$ cat src/hpc_pkg.sv
// Constants and types for the homing and position capture unit
// Operation
// - In position unit mode an active limit switch stops motion.
// - Reverse limit input logic setting 5 ignores that limit switch.
// - One selected event; up to 4 occurrences captured.
// - Each capture latches main and auxiliary positions together.
// - Main homing updates only the main position counter.
// - Writing 1 to the arm parameter starts a homing process.
// - Writing n of 1 to 4 launches n captures; arm decrements each.
// - Writing 0 disarms; arm clears itself when homing completes.
// - Event code 0 triggers at once when armed.
// - Codes 1-4: home rise, home fall, index rise, index fall.
// - Codes 5-8: reverse high/low, forward high/low, by level.
// - Action 0 stops, 1 drives output value, 2 does nothing.
// - Update 0 loads value, 1 loads counter minus value, 2 none.
// - Results read at indices 7-14, main then auxiliary per occurrence.
// - Home and index events are timed at full clock resolution.
// - Limits and digital inputs are seen only on sampling ticks.
package hpc_pkg;
    // ===========================================================
    // Parameter indices
    localparam logic [3:0] IDX_ARM = 4'h1;
    localparam logic [3:0] IDX_HOMEVAL = 4'h2;
    localparam logic [3:0] IDX_EVSEL = 4'h3;
    localparam logic [3:0] IDX_ACTION = 4'h4;
    localparam logic [3:0] IDX_UPDATE = 4'h5;
    localparam logic [3:0] IDX_OUTVAL = 4'h6;
    localparam logic [3:0] IDX_RES_FIRST = 4'h7;
    localparam logic [3:0] IDX_RES_LAST = 4'he;
    // ===========================================================
    // Codes
    localparam logic [2:0] ARM_MAX = 3'h4;
    localparam logic [4:0] EV_IMMEDIATE = 5'h00;
    localparam logic [4:0] EV_LEVEL_FIRST = 5'h05;
    localparam logic [4:0] EV_LAST = 5'h10;
    localparam logic [1:0] ACT_STOP = 2'h0;
    localparam logic [1:0] ACT_OUTPUT = 2'h1;
    localparam logic [1:0] ACT_NONE = 2'h2;
    localparam logic [1:0] UPD_LOAD = 2'h0;
    localparam logic [1:0] UPD_OFFSET = 2'h1;
    localparam logic [1:0] UPD_NONE = 2'h2;
    localparam logic [3:0] MODE_POSITION = 4'h5;
    localparam logic [3:0] LOGIC_IGNORE = 4'h5;
    // ===========================================================
    // Reset values and timing
    localparam logic [1:0] ACTION_RST = 2'h2;
    localparam logic [1:0] UPDATE_RST = 2'h2;
    localparam int CLK_MHZ = 125;
    localparam int SAMPLE_PERIOD_US = 100;
    localparam int SAMPLE_CYCLES_DEF = SAMPLE_PERIOD_US * CLK_MHZ;
    // ===========================================================
    // Event pins
    typedef struct packed {
        logic homeSw;
        logic indexPulse;
        logic revLimit;
        logic fwdLimit;
        logic [3:0] digIn;
    } hpc_pins_t;
    typedef enum logic [2:0] {
        ST_IDLE = 3'b001,
        ST_ARMED = 3'b010,
        ST_DONE = 3'b100
    } hpc_state_t;
endpackage

$ cat src/hpc_homing_capture.sv
// Main homing and position capture unit
`timescale 1ns/1ps
module hpc_homing_capture #(
    parameter int POS_W = 32,
    parameter int OUT_W = 8,
    parameter int SAMPLE_CYCLES = hpc_pkg::SAMPLE_CYCLES_DEF
) (
    input wire logic ref_clk,
    input wire logic rst_n,
    input wire hpc_pkg::hpc_pins_t pinsIn,
    input wire logic [3:0] unitMode,
    input wire logic [3:0] revLimitLogic,
    input wire logic [3:0] fwdLimitLogic,
    input wire logic [POS_W-1:0] mainPos,
    input wire logic [POS_W-1:0] auxPos,
    input wire logic paramWrStb,
    input wire logic [3:0] paramIdx,
    input wire logic [POS_W-1:0] paramWrData,
    output logic [POS_W-1:0] paramRdData,
    output logic limitStop,
    output logic stopMotion,
    output logic [OUT_W-1:0] digOut,
    output logic mainLoadStb,
    output logic [POS_W-1:0] mainLoadVal,
    output logic [2:0] armCount
);
    // ===========================================================
    // Pin synchronisers and sampling tick
    hpc_pkg::hpc_pins_t sync1_q, sync2_q, prev_q;
    logic [15:0] divCnt_q;
    logic sampleTick;
    always_ff @(posedge ref_clk or negedge rst_n) begin
        if (!rst_n) begin
            sync1_q <= '0;
            sync2_q <= '0;
            prev_q <= '0;
        end else begin
            sync1_q <= pinsIn;
            sync2_q <= sync1_q;
            prev_q <= sync2_q;
        end
    end
    assign sampleTick = (divCnt_q == 16'(SAMPLE_CYCLES - 1));
    always_ff @(posedge ref_clk or negedge rst_n) begin
        if (!rst_n) begin
            divCnt_q <= '0;
        end else begin
            divCnt_q <= sampleTick ? '0 : divCnt_q + 16'h0001;
        end
    end

    // ===========================================================
    // Limit switch stop
    logic posMode, revStops, fwdStops, limitStop_q;
    assign posMode = (unitMode == hpc_pkg::MODE_POSITION);
    assign revStops = sync2_q.revLimit && (revLimitLogic != hpc_pkg::LOGIC_IGNORE);
    assign fwdStops = sync2_q.fwdLimit && (fwdLimitLogic != hpc_pkg::LOGIC_IGNORE);
    always_ff @(posedge ref_clk or negedge rst_n) begin
        if (!rst_n) begin
            limitStop_q <= 1'b0;
        end else if (sampleTick) begin
            limitStop_q <= posMode && (revStops || fwdStops);
        end
    end
    assign limitStop = limitStop_q;

    // ===========================================================
    // Event decode
    logic [2:0] arm_q;
    logic [POS_W-1:0] homeVal_q;
    logic [4:0] evSel_q;
    logic [1:0] action_q, update_q;
    logic [OUT_W-1:0] outVal_q;
    hpc_pkg::hpc_state_t state_q;
    logic [16:0] evVec, lvlVec;
    logic isLevelEv, levelNow, gate_q, evHit, capture, armWr, done;
    // Home and index use every clock; levels wait for the sampling tick
    assign lvlVec = {~sync2_q.digIn[3], sync2_q.digIn[3], ~sync2_q.digIn[2], sync2_q.digIn[2],
                     ~sync2_q.digIn[1], sync2_q.digIn[1], ~sync2_q.digIn[0], sync2_q.digIn[0],
                     ~sync2_q.fwdLimit, sync2_q.fwdLimit, ~sync2_q.revLimit,
                     sync2_q.revLimit, 5'h00};
    assign evVec = {lvlVec[16:5] & {12{sampleTick}},
                    ~sync2_q.indexPulse & prev_q.indexPulse,
                    sync2_q.indexPulse & ~prev_q.indexPulse,
                    ~sync2_q.homeSw & prev_q.homeSw,
                    sync2_q.homeSw & ~prev_q.homeSw,
                    1'b1};
    assign isLevelEv = (evSel_q >= hpc_pkg::EV_LEVEL_FIRST);
    assign levelNow = (evSel_q <= hpc_pkg::EV_LAST) && lvlVec[evSel_q];
    assign evHit = (evSel_q <= hpc_pkg::EV_LAST) && evVec[evSel_q] && !(isLevelEv && gate_q);
    assign armWr = paramWrStb && (paramIdx == hpc_pkg::IDX_ARM);
    assign capture = (state_q == hpc_pkg::ST_ARMED) && evHit && !armWr;
    assign done = capture && (arm_q == 3'h1);

    // ===========================================================
    // Control sequence
    logic [2:0] armWrVal;
    logic [1:0] slot_q;
    logic [POS_W-1:0] capMem_q [0:7];
    assign armWrVal = (paramWrData > POS_W'(hpc_pkg::ARM_MAX)) ? hpc_pkg::ARM_MAX
                                                                 : paramWrData[2:0];
    always_ff @(posedge ref_clk or negedge rst_n) begin
        if (!rst_n) begin
            state_q <= hpc_pkg::ST_IDLE;
            arm_q <= '0;
            slot_q <= '0;
            gate_q <= 1'b0;
        end else begin
            if (capture || (sampleTick && !levelNow)) begin
                gate_q <= capture;
            end
            unique case (state_q)
                hpc_pkg::ST_IDLE: begin
                    if (armWr && armWrVal != 3'h0) begin
                        state_q <= hpc_pkg::ST_ARMED;
                    end
                end
                hpc_pkg::ST_ARMED: begin
                    if (armWr && armWrVal == 3'h0) begin
                        state_q <= hpc_pkg::ST_IDLE;
                    end else if (done) begin
                        state_q <= hpc_pkg::ST_DONE;
                    end
                end
                hpc_pkg::ST_DONE: begin
                    state_q <= (armWr && armWrVal != 3'h0) ? hpc_pkg::ST_ARMED
                                                            : hpc_pkg::ST_IDLE;
                end
            endcase
            if (armWr) begin
                arm_q <= armWrVal;
                slot_q <= '0;
                gate_q <= 1'b0;
            end else if (capture) begin
                arm_q <= arm_q - 3'h1;
                slot_q <= slot_q + 2'h1;
            end
        end
    end
    assign armCount = arm_q;

    // Capture memory: pair per occurrence, main first
    always_ff @(posedge ref_clk) begin
        if (capture) begin
            capMem_q[{slot_q, 1'b0}] <= mainPos;
            capMem_q[{slot_q, 1'b1}] <= auxPos;
        end
    end

    // ===========================================================
    // Parameter writes and readback
    logic [POS_W-1:0] rdData;
    logic [3:0] resIdx;
    assign resIdx = paramIdx - hpc_pkg::IDX_RES_FIRST;
    always_comb begin
        rdData = '0;
        unique case (paramIdx)
            hpc_pkg::IDX_ARM: rdData = POS_W'(arm_q);
            hpc_pkg::IDX_HOMEVAL: rdData = homeVal_q;
            hpc_pkg::IDX_EVSEL: rdData = POS_W'(evSel_q);
            hpc_pkg::IDX_ACTION: rdData = POS_W'(action_q);
            hpc_pkg::IDX_UPDATE: rdData = POS_W'(update_q);
            hpc_pkg::IDX_OUTVAL: rdData = POS_W'(outVal_q);
            default: begin
                if (paramIdx >= hpc_pkg::IDX_RES_FIRST && paramIdx <= hpc_pkg::IDX_RES_LAST) begin
                    rdData = capMem_q[resIdx[2:0]];
                end
            end
        endcase
    end
    always_ff @(posedge ref_clk or negedge rst_n) begin
        if (!rst_n) begin
            homeVal_q <= '0;
            evSel_q <= hpc_pkg::EV_IMMEDIATE;
            action_q <= hpc_pkg::ACTION_RST;
            update_q <= hpc_pkg::UPDATE_RST;
            outVal_q <= '0;
            paramRdData <= '0;
        end else begin
            paramRdData <= rdData;
            if (paramWrStb) begin
                unique case (paramIdx)
                    hpc_pkg::IDX_HOMEVAL: homeVal_q <= paramWrData;
                    hpc_pkg::IDX_EVSEL: evSel_q <= paramWrData[4:0];
                    hpc_pkg::IDX_ACTION: action_q <= paramWrData[1:0];
                    hpc_pkg::IDX_UPDATE: update_q <= paramWrData[1:0];
                    hpc_pkg::IDX_OUTVAL: outVal_q <= paramWrData[OUT_W-1:0];
                    default: ;
                endcase
            end
        end
    end

    // ===========================================================
    // Completion actions; only the update acts on the main counter
    logic [POS_W-1:0] lastMain_q;
    always_ff @(posedge ref_clk or negedge rst_n) begin
        if (!rst_n) begin
            stopMotion <= 1'b0;
            digOut <= '0;
            mainLoadStb <= 1'b0;
            mainLoadVal <= '0;
            lastMain_q <= '0;
        end else begin
            if (capture) begin
                lastMain_q <= mainPos;
            end
            stopMotion <= (state_q == hpc_pkg::ST_DONE) && (action_q == hpc_pkg::ACT_STOP);
            if (state_q == hpc_pkg::ST_DONE && action_q == hpc_pkg::ACT_OUTPUT) begin
                digOut <= outVal_q;
            end
            mainLoadStb <= (state_q == hpc_pkg::ST_DONE) && (update_q != hpc_pkg::UPD_NONE);
            if (state_q == hpc_pkg::ST_DONE) begin
                mainLoadVal <= (update_q == hpc_pkg::UPD_OFFSET) ? lastMain_q - homeVal_q
                                                                  : homeVal_q;
            end
        end
    end

    // ===========================================================
    // Checks
    property p_limit_stop;
        @(posedge ref_clk) disable iff (!rst_n)
        sampleTick && posMode && sync2_q.revLimit && revLimitLogic != hpc_pkg::LOGIC_IGNORE
        |=> limitStop;
    endproperty
    a_limit_stop: assert property (p_limit_stop) else $error("limit not stopping");
    property p_rev_ignore;
        @(posedge ref_clk) disable iff (!rst_n)
        sampleTick && revLimitLogic == hpc_pkg::LOGIC_IGNORE && !fwdStops |=> !limitStop;
    endproperty
    a_rev_ignore: assert property (p_rev_ignore) else $error("ignored limit stops");
    property p_arm_dec;
        @(posedge ref_clk) disable iff (!rst_n)
        capture && arm_q > 3'h1 |=> arm_q == $past(arm_q) - 3'h1 && state_q == hpc_pkg::ST_ARMED;
    endproperty
    a_arm_dec: assert property (p_arm_dec) else $error("arm count not decremented");
    property p_arm_done;
        @(posedge ref_clk) disable iff (!rst_n)
        done |=> arm_q == 3'h0 ##1 (arm_q == 3'h0 || $past(armWr));
    endproperty
    a_arm_done: assert property (p_arm_done) else $error("arm not cleared at end");
    property p_immediate;
        @(posedge ref_clk) disable iff (!rst_n)
        state_q == hpc_pkg::ST_ARMED && evSel_q == hpc_pkg::EV_IMMEDIATE && !armWr |-> capture;
    endproperty
    a_immediate: assert property (p_immediate) else $error("immediate event missed");
    property p_index_rise;
        @(posedge ref_clk) disable iff (!rst_n)
        state_q == hpc_pkg::ST_ARMED && evSel_q == 5'h03 && !armWr
        && sync2_q.indexPulse && !prev_q.indexPulse |-> capture;
    endproperty
    a_index_rise: assert property (p_index_rise) else $error("index edge missed");
    property p_latch;
        @(posedge ref_clk) disable iff (!rst_n)
        capture |=> capMem_q[{$past(slot_q), 1'b0}] == $past(mainPos)
        && capMem_q[{$past(slot_q), 1'b1}] == $past(auxPos);
    endproperty
    a_latch: assert property (p_latch) else $error("capture pair wrong");
    property p_stop_act;
        @(posedge ref_clk) disable iff (!rst_n)
        done && action_q == hpc_pkg::ACT_STOP && !paramWrStb |=> ##1 stopMotion ##1 !stopMotion;
    endproperty
    a_stop_act: assert property (p_stop_act) else $error("stop action missing");
    property p_load;
        @(posedge ref_clk) disable iff (!rst_n)
        done && update_q == hpc_pkg::UPD_LOAD && !paramWrStb
        |=> ##1 mainLoadStb && mainLoadVal == $past(homeVal_q);
    endproperty
    a_load: assert property (p_load) else $error("homing value not loaded");
    property p_slot_reset;
        @(posedge ref_clk) disable iff (!rst_n)
        armWr |=> slot_q == 2'h0;
    endproperty
    a_slot_reset: assert property (p_slot_reset) else $error("slot not reset on arm");
    property p_limit_tick;
        @(posedge ref_clk) disable iff (!rst_n)
        !sampleTick |=> $stable(limitStop);
    endproperty
    a_limit_tick: assert property (p_limit_tick) else $error("limit moved off tick");
endmodule

$ cat config.mk
export PLATFORM = sky130hd
export DESIGN_NAME = hpc_homing_capture
export DESIGN_NICKNAME = d
export VERILOG_FILES = /design/src/hpc_pkg.sv /design/src/hpc_homing_capture.sv
export SDC_FILE = /design/constraint.sdc
export NUM_CORES = 1
export LEC_CHECK = 0
export BUFFER_PORTS_ARGS = -buffer_cell sky130_fd_sc_hd__clkbuf_2
export CORE_MARGIN = 3
export CORE_UTILIZATION = 55
export CTS_BUF_LIST = sky130_fd_sc_hd__clkbuf_16
export CTS_CLUSTER_DIAMETER = 100
export DETAILED_ROUTE_END_ITERATION = 10
export PLACE_DENSITY = 0.75
export SETUP_SLACK_MARGIN = 0.3
export SLEW_MARGIN = 25
export SYNTH_ARGS = -nofsm -noshare
export SYNTH_HDL_FRONTEND = slang
export SYNTH_SLANG_ARGS = --single-unit
$ cat constraint.sdc
create_clock -name ref_clk -period 4.43 [get_ports ref_clk]
set_input_delay 0.2215 -clock ref_clk [delete_from_list [all_inputs] [get_ports ref_clk]]
set_output_delay 0.2215 -clock ref_clk [all_outputs]
set_load 0.02 [all_outputs]
==> summary.txt <==
Critical path
  – Total buffers and inverters traversed by the critical path: 1
  – Endpoint of the lowest-slack register-to-register path: capMem_q[1][10]
  – CP Capture Type: flip-flop
  – Worst-path fanout max: 44
  – Worst Reg2Reg Path Length in Cells: 10
  – Critical path startpoint category: flip-flop
  – Slowest cell on crit path: sky130_fd_sc_hd__and2_2
  – Worst reg-to-reg setup slack: ~0.98 ns
  – Top Family by Delay on Critical Path: simple AND/OR/NAND/NOR gates
  – Cell depth of the worst setup path: 10
  – Arr. time, crit path: roughly 3.7 ns
  – Critical path's largest stage delay: approximately 0.6 ns
  – Critical path launch point: evSel_q[1]
  – Worst setup endpoint: capMem_q[1][10]
  – Worst Path Required: approximately 4.7 ns
  – RR Startpoint: evSel_q[1]
  – Kind of critical path: flip-flop to flip-flop
  – Worst-path cell chain: nand2_1, nor3b_1, nor3_1, o21ai_0, nand2b_1, a22oi_1, nand3b_1, nor2_1, and2_2, buf_12

Place
  – Total half-perimeter wirelength after legalization and detailed placement: between 30000 and 40000 um
  – Weighted congestion at the end of routability-driven global placement: 0.885
  – Worst setup slack before clock tree synthesis: between 1 and 1.5 ns
  – Count of placed standard cells including taps: just under 2000
  – Cell area reported after detailed placement: between 0.02 and 0.025 sq mm
  – Buffers on Ports: 200

CTS
  – Root buffer cell: sky130_fd_sc_hd__clkbuf_16
  – CTS tree: built
  – CTS Buf Count: 47
  – Setup bufs post-CTS: 0
  – Number of buffers on the longest clock path: 3
  – Reg clk slew, reported paths: 0.06 ns
  – Worst skew pair latency: around 0.56 ns
  – CTS sink count: roughly 460
  – H-tree lvl count: 2

Detailed routing
  – Iter 0 DRT Violations: 1051
  – Remaining antenna violation count after routing: 0
  – Wire per inst: around 23 um
  – Vias post-DR: between 10000 and 15000
  – DRC violations left: 0
  – Vias/cell: 5.93
  – Total wire length: 49400 um
  – Pre-Repair DR Iteration Count: 5

Yosys
  – Flip-flop and latch count after synthesis: between 400 and 500
  – Distinct cell type count after synthesis: 72
  – YS warnings: 0
  – Gate Count Post-Synth: 1373
  – Proportion of synthesized flip-flops having asynchronous set or reset: 43.7%
  – Sequential cell area fraction in the yosys report: about 64%
  – Synth Net Count: 1539
  – Combined area of all synthesized cells: 0.0197 sq mm
  – Average cell area after synthesis: 14.3 sq um
  – Count of flip-flops with a built-in enable after synthesis: 256
  – Most used flip-flop cell after synthesis: sky130_fd_sc_hd__edfxtp_1

Timing
  – Worst setup slack after layout: about 0.98 ns
  – Worst slew margin: approximately a third
  – Maximum clock frequency: roughly 0.29 GHz
  – RSZ-0062 raised after global routing: false
  – Tightest Pin Transition: approximately 1.0 ns
  – Final hold slack: approximately 0.034 ns
  – Number of max-slew violations in the final report: 0
  – Minimum clock period after layout: around 3.4 ns
  – Worst-case clock skew: roughly 0.014 ns
  – Final-report hold violation count: 0
  – Final setup viols: 0
  – Setup TNS: 0 ns
  – Portion of the clock cycle consumed by the worst path in the final layout: ~80%

Power and ir drop
  – Total power divided by cell area: ~550 mW/mm^2
  – Gate power share: 27.4%
  – Final Total Pwr: 13.1 mW
  – IR drop worst, VDD: around 0.34 mV
  – Sequential Power Share: about two fifths
  – Proportion of total power due to net switching: between 30 and 40%
  – Internal cell power: between 9 and 10 mW
  – Clk pwr share: a little under a third
  – Leak pwr: between 9 and 10 nW
  – P_sw: 4.07 mW

Floorplan
  – Site Rows: 68
  – Area of the core region: roughly 0.035 sq mm
  – Die X-Extent: around 200 um
  – Area enclosed by the die boundary: 0.0381 sq mm
  – Chip height: 195 um
  – Starting utilization of the core area: 56.4%
  – Number of ports placed on the die boundary: between 200 and 250

Global routing
  – Combined global-route utilization of all metal layers: roughly a quarter
  – Overflow left after global routing: 0
  – Initial antenna violation count: 2
  – Vias in the first global route: 13300
  – Maximum number of pins on one net before global-route repair: roughly 100
  – First-pass GRT wire length: a little under 80000 um

Flow run
  – Number of max-capacitance violations reported: 0

Layout
  – Share of the core filled with cells in the final layout: ~68%
  – Cell Count, Final, Fillers Out: ~2200
  – Share of cells above drive strength 1: about a quarter
  – Design area: between 0.02 and 0.025 sq mm
  – Number of nets in the finished design: approximately 1800
  – Growth of design area from synthesis to finish: 20.8%

Hold path
  – Type of the most critical hold path: primary input to flip-flop

Outcome
  – Outcome: finished clean
==> layout by cell type (no fill, tap or decap), types with 7 or more instances in the layout <==
cell type                       netlist  final
sky130_fd_sc_hd__clkinv_1             0     15
sky130_fd_sc_hd__mux4_2              65     65
sky130_fd_sc_hd__bufinv_16            0      7
sky130_fd_sc_hd__dlygate4sd3_1        0    101
sky130_fd_sc_hd__a22oi_1              8      7
sky130_fd_sc_hd__nor4_1               9      9
sky130_fd_sc_hd__o211ai_1             9      9
sky130_fd_sc_hd__inv_1               48     53
sky130_fd_sc_hd__edfxtp_1           256    256
sky130_fd_sc_hd__nand3_1             19     19
sky130_fd_sc_hd__nand2_1            128    128
sky130_fd_sc_hd__and3_1               8      7
sky130_fd_sc_hd__dfrtp_1            196    196
sky130_fd_sc_hd__o21a_1              12     12
sky130_fd_sc_hd__ha_1                42     41
sky130_fd_sc_hd__nor2b_1              9      9
sky130_fd_sc_hd__o21ai_0            107    107
sky130_fd_sc_hd__mux2_4              26     26
sky130_fd_sc_hd__mux2i_1             38     38
sky130_fd_sc_hd__a21o_1              12     12
sky130_fd_sc_hd__a31oi_1             11     11
sky130_fd_sc_hd__nand2b_1             9      9
sky130_fd_sc_hd__xor2_1              10      9
sky130_fd_sc_hd__xnor2_1             28     28
sky130_fd_sc_hd__nor2_1              69     67
sky130_fd_sc_hd__clkbuf_2             0    198
sky130_fd_sc_hd__mux2_2              33     33
sky130_fd_sc_hd__clkinv_2             0      7
sky130_fd_sc_hd__a21oi_1             62     62
sky130_fd_sc_hd__buf_4                1     12
sky130_fd_sc_hd__nor3_1              17     17
sky130_fd_sc_hd__clkbuf_16            0     48
==> how the worst min path moves through the flow <==
stage                               from  cells past startpoint  slack (ns)           end
final                     paramWrData[3]                      3        0.03  homeVal_q[3]
after global routing      paramWrData[3]                      3        0.06  homeVal_q[3]
after CTS                 paramWrData[3]                      3        0.03  homeVal_q[3]
after detailed placement           rst_n                      1        0.31    sync1_q[4]
after global placement             rst_n                      1        0.31   divCnt_q[8]
after floorplan                    rst_n                      0       -0.07   action_q[0]
==> what timing repair did <==
action | in CTS | in global routing
hold endpoints to repair | 408 | 0
hold buffers | 101 | 0
setup endpoints to repair | 0 | 0
gates resized for setup | 0 | 0
==> power by group through the flow <==
| stage | logic [mW] | registers (mW) | clock network, mW |
|---|---|---|---|
| finish | 3.58 | 5.50 | 4.00 |
| global route | 3.92 | 5.56 | 4.22 |
| CTS | 3.56 | 5.49 | 4.05 |
| detailed placement | 3.44 | 5.56 | 0 |
| global placement | 3.37 | 5.54 | 0 |
| floorplan | 2.39 | 5.61 | 0 |
==> worst register-to-register path, stage by stage, from the launching register on <==
cell and delay, ns:
sky130_fd_sc_hd__dfrtp_1 0.59, sky130_fd_sc_hd__nand2_1 0.13, sky130_fd_sc_hd__nor3b_1 0.21, sky130_fd_sc_hd__nor3_1 0.07, sky130_fd_sc_hd__o21ai_0 0.43, sky130_fd_sc_hd__nand2b_1 0.19, sky130_fd_sc_hd__a22oi_1 0.06, sky130_fd_sc_hd__nand3b_1 0.23
sky130_fd_sc_hd__nor2_1 0.23, sky130_fd_sc_hd__and2_2 0.60, sky130_fd_sc_hd__buf_12 0.35
==> cell usage after synthesis (all sizes together) (4+ instances only) <==
cell	number	area share, %
ha	42	2.7
nand2	128	2.4
clkbuf	43	0.87
o21ai	111	2.9
nor2	70	1.4
o21a	12	0.46
nor3b	6	0.25
edfxtp	256	39
mux4	65	7.4
and2	9	0.29
nor4	9	0.29
nand3b	5	0.19
a21oi	62	1.6
mux2i	38	1.9
a311oi	4	0.18
mux2	59	3.9
nand3	19	0.48
buf	15	0.57
and3	9	0.29
nand2b	9	0.29
a21o	12	0.46
dfrtp	196	25
a211oi	6	0.23
xor2	10	0.45
xnor2	28	1.2
a22oi	8	0.31
inv	48	0.92
o211ai	9	0.34
a31oi	11	0.35
nor3	17	0.43
nand4	6	0.19
nor2b	9	0.29
==> registers in the layout, indices dropped and copies added, names as in the netlist, 3 cells and up <==
register     cells
evSel_q          5
digOut           8
sync1_q          8
paramRdData     32
lvlVec           6
mainLoadVal     32
armCount         3
lastMain_q      32
capMem_q       256
homeVal_q       32
state_q          3
divCnt_q        16
outVal_q         8
==> layer usage <==
| layer | track usage (%) | vias to the layer above | wire (um) |
|---|---|---|---|
| li1 | - | 5751 | - |
| met1 | 36.6 | 6505 | 20400 |
| met2 | 42.6 | 532 | 23900 |
| met3 | 3.73 | 105 | 3550 |
| met4 | 8.21 | 2 | 1590 |
| met5 | 0 | - | 13 |
==> cells by family after synthesis <==
logic type / count (synthesis) / synth area share (%)
xor+xnor: 38 / 1.69
fa+ha+maj: 43 / 2.77
compound gates: 260 / 7.97
simple gates: 308 / 7.34
flops: 455 / 64.4
mux: 162 / 13.3
buf+inv: 107 / 2.52
==> area by class of cell <==
class                      instances  area [sq um]
multi-input combinational        811          6530
clock inverter                    40           375
inverter                          48           180
sequential                       455         12700
tap                              455           569
clock buffer                      48          1200
antenna                            1          2.50
fill                            2395         11100
timing repair buffer             318          2230
Note: power is estimated with default switching activity, not from simulation.
